File: src/hdl/nv_host_cfg.svh
// Functional notes
// - unlock opens with reads of 0e38, 31c7, 03e0 in that order
// - then reads 3c1f, 303f; sixth read 0fc0 starts a store
// - same five reads then 0c63 start a recall
// - every unlock step is a read, never a write
// - busy line held low past minimum width requests a store after delay
// - any other access between steps aborts; six reads back to back
// - write enable high while chip enable low; chip enable clocks steps
`ifndef NV_HOST_CFG_SVH
`define NV_HOST_CFG_SVH

`define NV_CLK_NS          4
`define NV_CEIL_CYC(ns)    (((ns) + `NV_CLK_NS - 1) / `NV_CLK_NS)

// pin timing in ns
`define NV_T_ACCESS_NS     45
`define NV_T_RECOV_NS      10
`define NV_T_COPY_NS       10000000
`define NV_T_RECALL_NS     20000
`define NV_T_REQ_MIN_NS    100
`define NV_T_REQ_DELAY_NS  100

// unlock addresses
`define NV_SEQ_A0          15'h0e38
`define NV_SEQ_A1          15'h31c7
`define NV_SEQ_A2          15'h03e0
`define NV_SEQ_A3          15'h3c1f
`define NV_SEQ_A4          15'h303f
`define NV_SEQ_STORE       15'h0fc0
`define NV_SEQ_RECALL      15'h0c63
`define NV_SEQ_LAST        3'h5

`endif

File: src/hdl/nv_host_pkg.sv
`include "nv_host_cfg.svh"

package nv_host_pkg;

  typedef enum logic [2:0] {
    OP_READ    = 3'h0,
    OP_WRITE   = 3'h1,
    OP_STORE   = 3'h2,
    OP_RECALL  = 3'h3,
    OP_HWSTORE = 3'h4
  } op_t;

  typedef enum logic [5:0] {
    ST_IDLE   = 6'b000001,
    ST_ACCESS = 6'b000010,
    ST_SEQ    = 6'b000100,
    ST_COPY   = 6'b001000,
    ST_REQ    = 6'b010000,
    ST_DRAIN  = 6'b100000
  } state_t;

  // address of one unlock step; the sixth picks store or recall
  function automatic logic [14:0] seq_addr(input logic [2:0] step, input logic recall);
    case (step)
      3'h0:    seq_addr = `NV_SEQ_A0;
      3'h1:    seq_addr = `NV_SEQ_A1;
      3'h2:    seq_addr = `NV_SEQ_A2;
      3'h3:    seq_addr = `NV_SEQ_A3;
      3'h4:    seq_addr = `NV_SEQ_A4;
      default: seq_addr = recall ? `NV_SEQ_RECALL : `NV_SEQ_STORE;
    endcase
  endfunction

endpackage

File: src/hdl/nv_host_ctrl.sv
`timescale 1ns/10ps
`include "nv_host_cfg.svh"

// host that reads and writes the nvsram and runs store, recall and busy-line requests
module nv_host_ctrl
  import nv_host_pkg::*;
#(
  parameter int unsigned COPY_CYC   = `NV_CEIL_CYC(`NV_T_COPY_NS),
  parameter int unsigned RECALL_CYC = `NV_CEIL_CYC(`NV_T_RECALL_NS),
  parameter int unsigned REQ_CYC    = `NV_CEIL_CYC(`NV_T_REQ_MIN_NS) + 1,
  parameter int unsigned DELAY_CYC  = `NV_CEIL_CYC(`NV_T_REQ_DELAY_NS)
) (
  input  wire logic             core_clk,
  input  wire logic             rstn,
  input  wire logic             cmd_valid,
  input  wire nv_host_pkg::op_t cmd_op,
  input  wire logic [14:0]      cmd_addr,
  input  wire logic [7:0]       cmd_wdata,
  output logic                  cmd_ready,
  output logic                  rsp_valid,
  output logic [7:0]            rsp_rdata,
  output logic                  nv_busy,
  output logic [14:0]           address_pins,
  input  wire logic [7:0]       data_pins_in,
  output logic [7:0]            data_pins_out,
  output logic                  data_pins_oe,
  output logic                  chip_en_n,
  output logic                  write_en_n,
  output logic                  out_en_n,
  input  wire logic             store_busy_line_n_in,
  output logic                  store_busy_line_n_out,
  output logic                  store_busy_line_n_oe
);
  import nv_host_pkg::*;

  state_t      state;
  op_t         op;
  logic [14:0] addr;
  logic [7:0]  wdata;
  logic [2:0]  step;
  logic [31:0] cnt;
  logic        start;
  logic        done;
  logic        line_a;
  logic        line_s;
  logic        next_ready;

  // busy line comes from outside: two flops before anything looks at it
  always_ff @(posedge core_clk or negedge rstn)
    if (!rstn)
    begin
      line_a <= 1'b1;
      line_s <= 1'b1;
    end
    else
    begin
      line_a <= store_busy_line_n_in;
      line_s <= line_a;
    end

  nv_pin_cycle u_cycle (
    .core_clk      (core_clk),
    .rstn          (rstn),
    .start         (start),
    .is_write      (op == OP_WRITE),
    .quiet         (state == ST_SEQ),
    .addr          (state == ST_SEQ ? seq_addr(step, op == OP_RECALL) : addr),
    .wdata         (wdata),
    .done          (done),
    .rdata         (rsp_rdata),
    .address_pins  (address_pins),
    .data_pins_in  (data_pins_in),
    .data_pins_out (data_pins_out),
    .data_pins_oe  (data_pins_oe),
    .chip_en_n     (chip_en_n),
    .write_en_n    (write_en_n),
    .out_en_n      (out_en_n)
  );

  // new work only once the line is seen high, so a store by any party drains first
  assign next_ready = (state == ST_IDLE) && !(cmd_valid && cmd_ready) && line_s;

  // main sequencer
  always_ff @(posedge core_clk or negedge rstn)
    if (!rstn)
    begin
      state <= ST_IDLE;
      op    <= OP_READ;
      addr  <= 15'h0000;
      wdata <= 8'h00;
      step  <= 3'h0;
      cnt   <= 32'h0;
      start <= 1'b0;
    end
    else
    begin
      start <= 1'b0;
      cnt   <= cnt + 32'h1;
      unique case (state)
        ST_IDLE:
          if (cmd_valid && cmd_ready)
          begin
            op    <= cmd_op;
            addr  <= cmd_addr;
            wdata <= cmd_wdata;
            step  <= 3'h0;
            cnt   <= 32'h0;
            if (cmd_op == OP_HWSTORE)
              state <= ST_REQ;
            else
            begin
              state <= (cmd_op == OP_STORE || cmd_op == OP_RECALL) ? ST_SEQ : ST_ACCESS;
              start <= 1'b1;
            end
          end
        ST_ACCESS:
          if (done)
            state <= ST_IDLE;
        ST_SEQ:
          // six reads back to back, nothing else in between
          if (done)
          begin
            if (step == `NV_SEQ_LAST)
            begin
              state <= ST_COPY;  // sixth read launches the copy
              cnt   <= 32'h0;
            end
            else
            begin
              step  <= step + 3'h1;  // next address in order
              start <= 1'b1;
            end
          end
        ST_COPY:
          // keep off the port until the copy time is surely over
          if (cnt + 32'h1 >= (op == OP_RECALL ? RECALL_CYC : COPY_CYC))
            state <= ST_DRAIN;
        ST_REQ:
          // hold low past the least width, then give the device its delay
          if (cnt + 32'h1 >= REQ_CYC + DELAY_CYC)
            state <= ST_DRAIN;
        ST_DRAIN:
          if (line_s)
            state <= ST_IDLE;  // port is off until the line is high again
        default:
          state <= ST_IDLE;
      endcase
    end

  // busy line request: open drain, low level driven only while requesting
  always_ff @(posedge core_clk or negedge rstn)
    if (!rstn)
    begin
      store_busy_line_n_out <= 1'b0;
      store_busy_line_n_oe  <= 1'b0;
    end
    else
    begin
      store_busy_line_n_out <= 1'b0;
      store_busy_line_n_oe  <= (state == ST_IDLE) ? (cmd_valid && cmd_ready && cmd_op == OP_HWSTORE)
                             : (state == ST_REQ) && (cnt + 32'h1 < REQ_CYC);
    end

  // user handshake and status
  always_ff @(posedge core_clk or negedge rstn)
    if (!rstn)
    begin
      cmd_ready <= 1'b0;
      rsp_valid <= 1'b0;
      nv_busy   <= 1'b0;
    end
    else
    begin
      cmd_ready <= next_ready;
      rsp_valid <= (state == ST_ACCESS && done) || (state == ST_DRAIN && line_s);
      nv_busy   <= (state == ST_COPY) || (state == ST_REQ) || (state == ST_DRAIN) || !line_s;
    end

  // assertion helpers: cycles the line has been held low by us
  logic [31:0] hold_cnt;
  always_ff @(posedge core_clk or negedge rstn)
    if (!rstn)
      hold_cnt <= 32'h0;
    else
      hold_cnt <= store_busy_line_n_oe ? hold_cnt + 32'h1 : 32'h0;
endmodule // nv_host_ctrl

File: src/hdl/nv_pin_cycle.sv
`timescale 1ns/10ps
`include "nv_host_cfg.svh"

// one asynchronous sram cycle: address setup, chip enable low, recovery high
module nv_pin_cycle #(
  parameter int unsigned ACC_CYC = `NV_CEIL_CYC(`NV_T_ACCESS_NS),
  parameter int unsigned REC_CYC = `NV_CEIL_CYC(`NV_T_RECOV_NS)
) (
  input  wire logic        core_clk,
  input  wire logic        rstn,
  input  wire logic        start,
  input  wire logic        is_write,
  input  wire logic        quiet,
  input  wire logic [14:0] addr,
  input  wire logic [7:0]  wdata,
  output logic             done,
  output logic [7:0]       rdata,
  output logic [14:0]      address_pins,
  input  wire logic [7:0]  data_pins_in,
  output logic [7:0]       data_pins_out,
  output logic             data_pins_oe,
  output logic             chip_en_n,
  output logic             write_en_n,
  output logic             out_en_n
);

  logic [1:0]  phase;  // 0 idle, 1 setup, 2 active, 3 recovery
  logic [15:0] cnt;
  logic [7:0]  din_a;
  logic [7:0]  din_b;

  // data pins pass two flops; the access window is stretched by two to match
  always_ff @(posedge core_clk or negedge rstn)
    if (!rstn)
    begin
      din_a <= 8'h00;
      din_b <= 8'h00;
    end
    else
    begin
      din_a <= data_pins_in;
      din_b <= din_a;
    end

  // cycle sequencer and pin drive
  always_ff @(posedge core_clk or negedge rstn)
    if (!rstn)
    begin
      phase         <= 2'h0;
      cnt           <= 16'h0000;
      done          <= 1'b0;
      rdata         <= 8'h00;
      address_pins  <= 15'h0000;
      data_pins_out <= 8'h00;
      data_pins_oe  <= 1'b0;
      chip_en_n     <= 1'b1;
      write_en_n    <= 1'b1;
      out_en_n      <= 1'b1;
    end
    else
    begin
      done <= 1'b0;
      cnt  <= cnt + 16'h0001;
      case (phase)
        2'h0:
          if (start)
          begin
            phase         <= 2'h1;
            address_pins  <= addr;
            data_pins_out <= wdata;
            data_pins_oe  <= is_write;
          end
        2'h1:
        begin
          phase      <= 2'h2;
          cnt        <= 16'h0000;
          chip_en_n  <= 1'b0;
          write_en_n <= !is_write;  // high on every unlock step
          out_en_n   <= is_write || quiet;  // steps run with output off
        end
        2'h2:
          if (cnt == 16'(ACC_CYC + 1))
          begin
            phase      <= 2'h3;
            cnt        <= 16'h0000;
            rdata      <= din_b;
            chip_en_n  <= 1'b1;  // rising edge ends the step
            write_en_n <= 1'b1;
            out_en_n   <= 1'b1;
          end
        default:
          if (cnt + 16'h0001 >= 16'(REC_CYC))
          begin
            phase        <= 2'h0;
            data_pins_oe <= 1'b0;
            done         <= 1'b1;
          end
      endcase
    end

endmodule // nv_pin_cycle

File: config.mk
export PLATFORM = sky130hd
export DESIGN_NAME = nv_host_ctrl
export DESIGN_NICKNAME = d
export VERILOG_FILES = /design/src/hdl/nv_host_pkg.sv /design/src/hdl/nv_host_ctrl.sv /design/src/hdl/nv_pin_cycle.sv
export VERILOG_INCLUDE_DIRS = /design/src /design/src/hdl
export SDC_FILE = /design/constraint.sdc
export NUM_CORES = 1
export LEC_CHECK = 0
export ABC_AREA = 1
export BUFFER_PORTS_ARGS = -buffer_cell sky130_fd_sc_hd__buf_2
export CAP_MARGIN = 20
export CELL_PAD_IN_SITES_DETAIL_PLACEMENT = 2
export CELL_PAD_IN_SITES_GLOBAL_PLACEMENT = 2
export CORE_ASPECT_RATIO = 0.75
export CORE_MARGIN = 2
export CORE_UTILIZATION = 37
export CTS_BUF_LIST = sky130_fd_sc_hd__clkbuf_4 sky130_fd_sc_hd__clkbuf_8 sky130_fd_sc_hd__clkbuf_16
export DETAILED_ROUTE_END_ITERATION = 8
export GPL_ROUTABILITY_DRIVEN = 0
export PLACE_DENSITY = 0.82
export SETUP_SLACK_MARGIN = 0.05
export SLEW_MARGIN = 10
export SYNTH_ARGS = -nofsm -noshare
export SYNTH_HDL_FRONTEND = slang
export SYNTH_HIERARCHICAL = 1
export SYNTH_SLANG_ARGS = --single-unit
File: constraint.sdc
create_clock -name core_clk -period 5.2 [get_ports core_clk]
set_clock_uncertainty 0.2 [all_clocks]
set_input_delay 0.78 -clock core_clk [delete_from_list [all_inputs] [get_ports core_clk]]
set_output_delay 0.78 -clock core_clk [all_outputs]
set_load 0.005 [all_outputs]
==> flow_summary.yaml <==
status:
  outcome: "complete, no violations"
global_route:
  gr-total-overflow: 0
  grt_max_degree: 97
  first_global_vias: 7542
  grt_pass1_wl_mm: 41.6
  grt_usage: 0.252
  antenna_found_initial: 0
clock_tree:
  post_cts_resized: 0
  clock_sinks: 144
  insertion_delay_ns: 0.44
  numCtsBuffers: 17
  cts-root-buf: "clkbuf_16"
  path_clk_slew_ns: 0.07
  cts_tree: "yes"
  cts_setup_buffers: 0
  cts_hold_buf: 0
  htreeDepth: 4
  clk_path_buf_depth: 2
logic_synthesis:
  synth_top_area_frac: 0.458
  synth_nets: 1032
  synth-main-ff-cell: "dfrtp_1"
  synth_edf_count: 0
  yosysMostFrequentCell: "nand2_1"
  yosys-top-cells-area: "dfrtp_1 46%, nand2_1 17%, nor2_1 6.8%, inv_1 5.4%, ha_1 3.8%"
  yosysSeqAreaShare: 0.479
  synth_common_cells: "348 x nand2_1, 138 x dfrtp_1, 137 x nor2_1, 109 x inv_1, 56 x nand3_1"
  yosysTopAreaCell: "dfrtp_1"
  synthCells: 971
  synth.ff_latch_count: 144
  syn_area_per_cell_um2: 7.76
  synthDistinctLibCells: 42
  synthesis.area_mm2: 0.00754
  async_reset_ff_frac: 1.00
  synth_warnings: 6
routing:
  drt_iter0_markers: 295
  vias_per_cell: 5.06
  drt-total-wl_mm: 26.1
  ant_nets: 0
  firstDrtPassIters: 4
  dr_total_vias: 6720
  wire_per_inst_um: 19.7
  drc: 0
place:
  place_area_mm2: 0.00821
  io_buffers: 76
  hpwlAfterDp_mm: 18.0
  pre_cts_slack_ns: 2.06
critical_path:
  cp.arrival_ns: 3.44
  critical_path.startpoint_type: "flip-flop"
  crit_type: "reg2reg"
  path_max_fanout: 7
  cp-end-kind: "flip-flop"
  cp.required_ns: 5.32
die:
  io_pins: 78
  die_area_mm2: 0.0215
  rows: 45
  fp.dieH_um: 128
  start_util: 0.375
  die_x_um: 169
  coreArea_mm2: 0.0201
sta:
  max_slew_margin: 0.366
  whs_ns: 0.148
  tightest_slew_ns: 0.950
  fin_crit_ns: 3.32
  setup_viol: 0
  finalMaxSlewViolations: 0
  hold_viol_final: 0
  final.setup.tns_ns: 0
  fmax_ghz: 0.301
  rsz0062_at_grt: "false"
  fin_ws_ns: 1.88
  fin_crit_sh: 0.639
power_and_ir_drop:
  p_leak_nw: 4.63
  irDropWorstVdd_mv: 0.207
  power_density_mw_per_mm2: 450
  power.total_mw: 3.95
layout:
  final_area_mm2: 0.00879
  finalNetCount: 1117
  drive_gt1_frac: 0.167
  syn2layout_area_growth_pct: 16.6
  fillCellCount: 2351
job:
  maxCapViolations: 0
min_path:
  min_path_type: "reg2reg"
-- cells in the final DEF, fill, tap and decap left out, types with 3 or more instances in the layout --
master / count
nand3_2: 4
o21ai_0: 16
xor2_1: 5
nand2_1: 348
clkbuf_16: 17
inv_1: 109
inv_8: 5
mux2_2: 25
nand2_2: 12
nand4_1: 12
nand3_1: 56
nor2_2: 7
dfrtp_1: 138
nand3b_1: 3
ha_1: 23
dfstp_2: 6
nor2_1: 137
nor2_4: 8
a21oi_1: 10
inv_6: 3
xnor2_1: 5
nor3_1: 5
clkinvlp_4: 3
nor4_1: 5
buf_4: 4
buf_2: 75
-- stage by stage --
| stage | cells | util |
|---|---|---|
| floorplan | 971 | - |
| global route | 1327 | 0.437 |
| detailed placement | 1295 | 0.408 |
| finish | 1328 | 0.437 |
| CTS | 1327 | 0.437 |
| global placement | 1295 | 0.408 |
-- worst paths after layout --
check | from | endpoint | slack, ns | cells after the start
hold / removal | u_cycle/din_a[2]$_DFF_PN0_ | u_cycle/din_b[2]$_DFF_PN0_ | 0.15 | 0
min in group asynchronous | rstn | cnt[1]$_DFF_PN0_ | 0.26 | 1
hold reg to reg | u_cycle/din_a[2]$_DFF_PN0_ | u_cycle/din_b[2]$_DFF_PN0_ | 0.15 | 0
max in group asynchronous | rstn | u_cycle/din_a[0]$_DFF_PN0_ | 3.30 | 2
setup reg to reg | cnt[1]$_DFF_PN0_ | state[2]$_DFFE_PN0P_ | 1.88 | 17
setup / recovery | cnt[1]$_DFF_PN0_ | state[2]$_DFFE_PN0P_ | 1.88 | 17
-- registers in the layout, indices dropped and copies added, names as in the netlist, 6 cells and up --
signal	cells
addr	15
u_cycle/din_b	8
u_cycle/data_pins_out	8
u_cycle/address_pins	15
state	6
u_cycle/din_a	8
wdata	8
u_cycle/cnt	16
u_cycle/rdata	8
cnt	32
-- power by group --
part	internal [mW]	switching (mW)
registers	1.37	0.181
clock network	0.649	0.575
logic	0.400	0.774
total	2.42	1.53
-- layout make-up --
cell class | instances | area (um^2) | share of cell area
Inverter | 113 | 424 | 0.0483
Clock buffer | 18 | 439 | 0.0500
Tap cell | 258 | 323 | 0.0367
Timing Repair Buffer | 80 | 417 | 0.0474
Antenna cell | 1 | 2.50 | 0.000285
Clock inverter | 14 | 139 | 0.0158
Sequential cell | 144 | 3610 | 0.411
Multi-Input combinational cell | 700 | 3430 | 0.391
-- per-layer routing --
metal | vias up | wire length [um] | GRT usage
li1 | 3202 | - | -
met1 | 3414 | 12400 | 0.337
met2 | 79 | 12800 | 0.429
met3 | 25 | 576 | 0.0353
met4 | 0 | 323 | 0.0680
met5 | - | 0 | 0
-- worst max-delay path, stage by stage, from the launching register on --
cell      delay [ns]
dfrtp_1         0.42
ha_1            0.35
inv_1           0.08
nor2_1          0.28
xnor2_1         0.28
inv_1           0.11
ha_1            0.34
a21oi_1         0.17
a21boi_0        0.25
nand2_1         0.10
nand2_1         0.08
nand2_1         0.05
nand2_1         0.05
nand2_1         0.05
nand2_1         0.09
nand2_2         0.10
nand3_1         0.12
nand2_1         0.07
-- cell families after synthesis --
logic type	after synthesis	synth area share
buf+inv	127	0.0657
other cells	1	0.000497
flops	144	0.479
compound gates	39	0.0300
simple gates	602	0.338
xor+xnor	10	0.0116
mux	25	0.0373
fa+ha+maj	23	0.0382
Power figures use the tool's default switching activity.
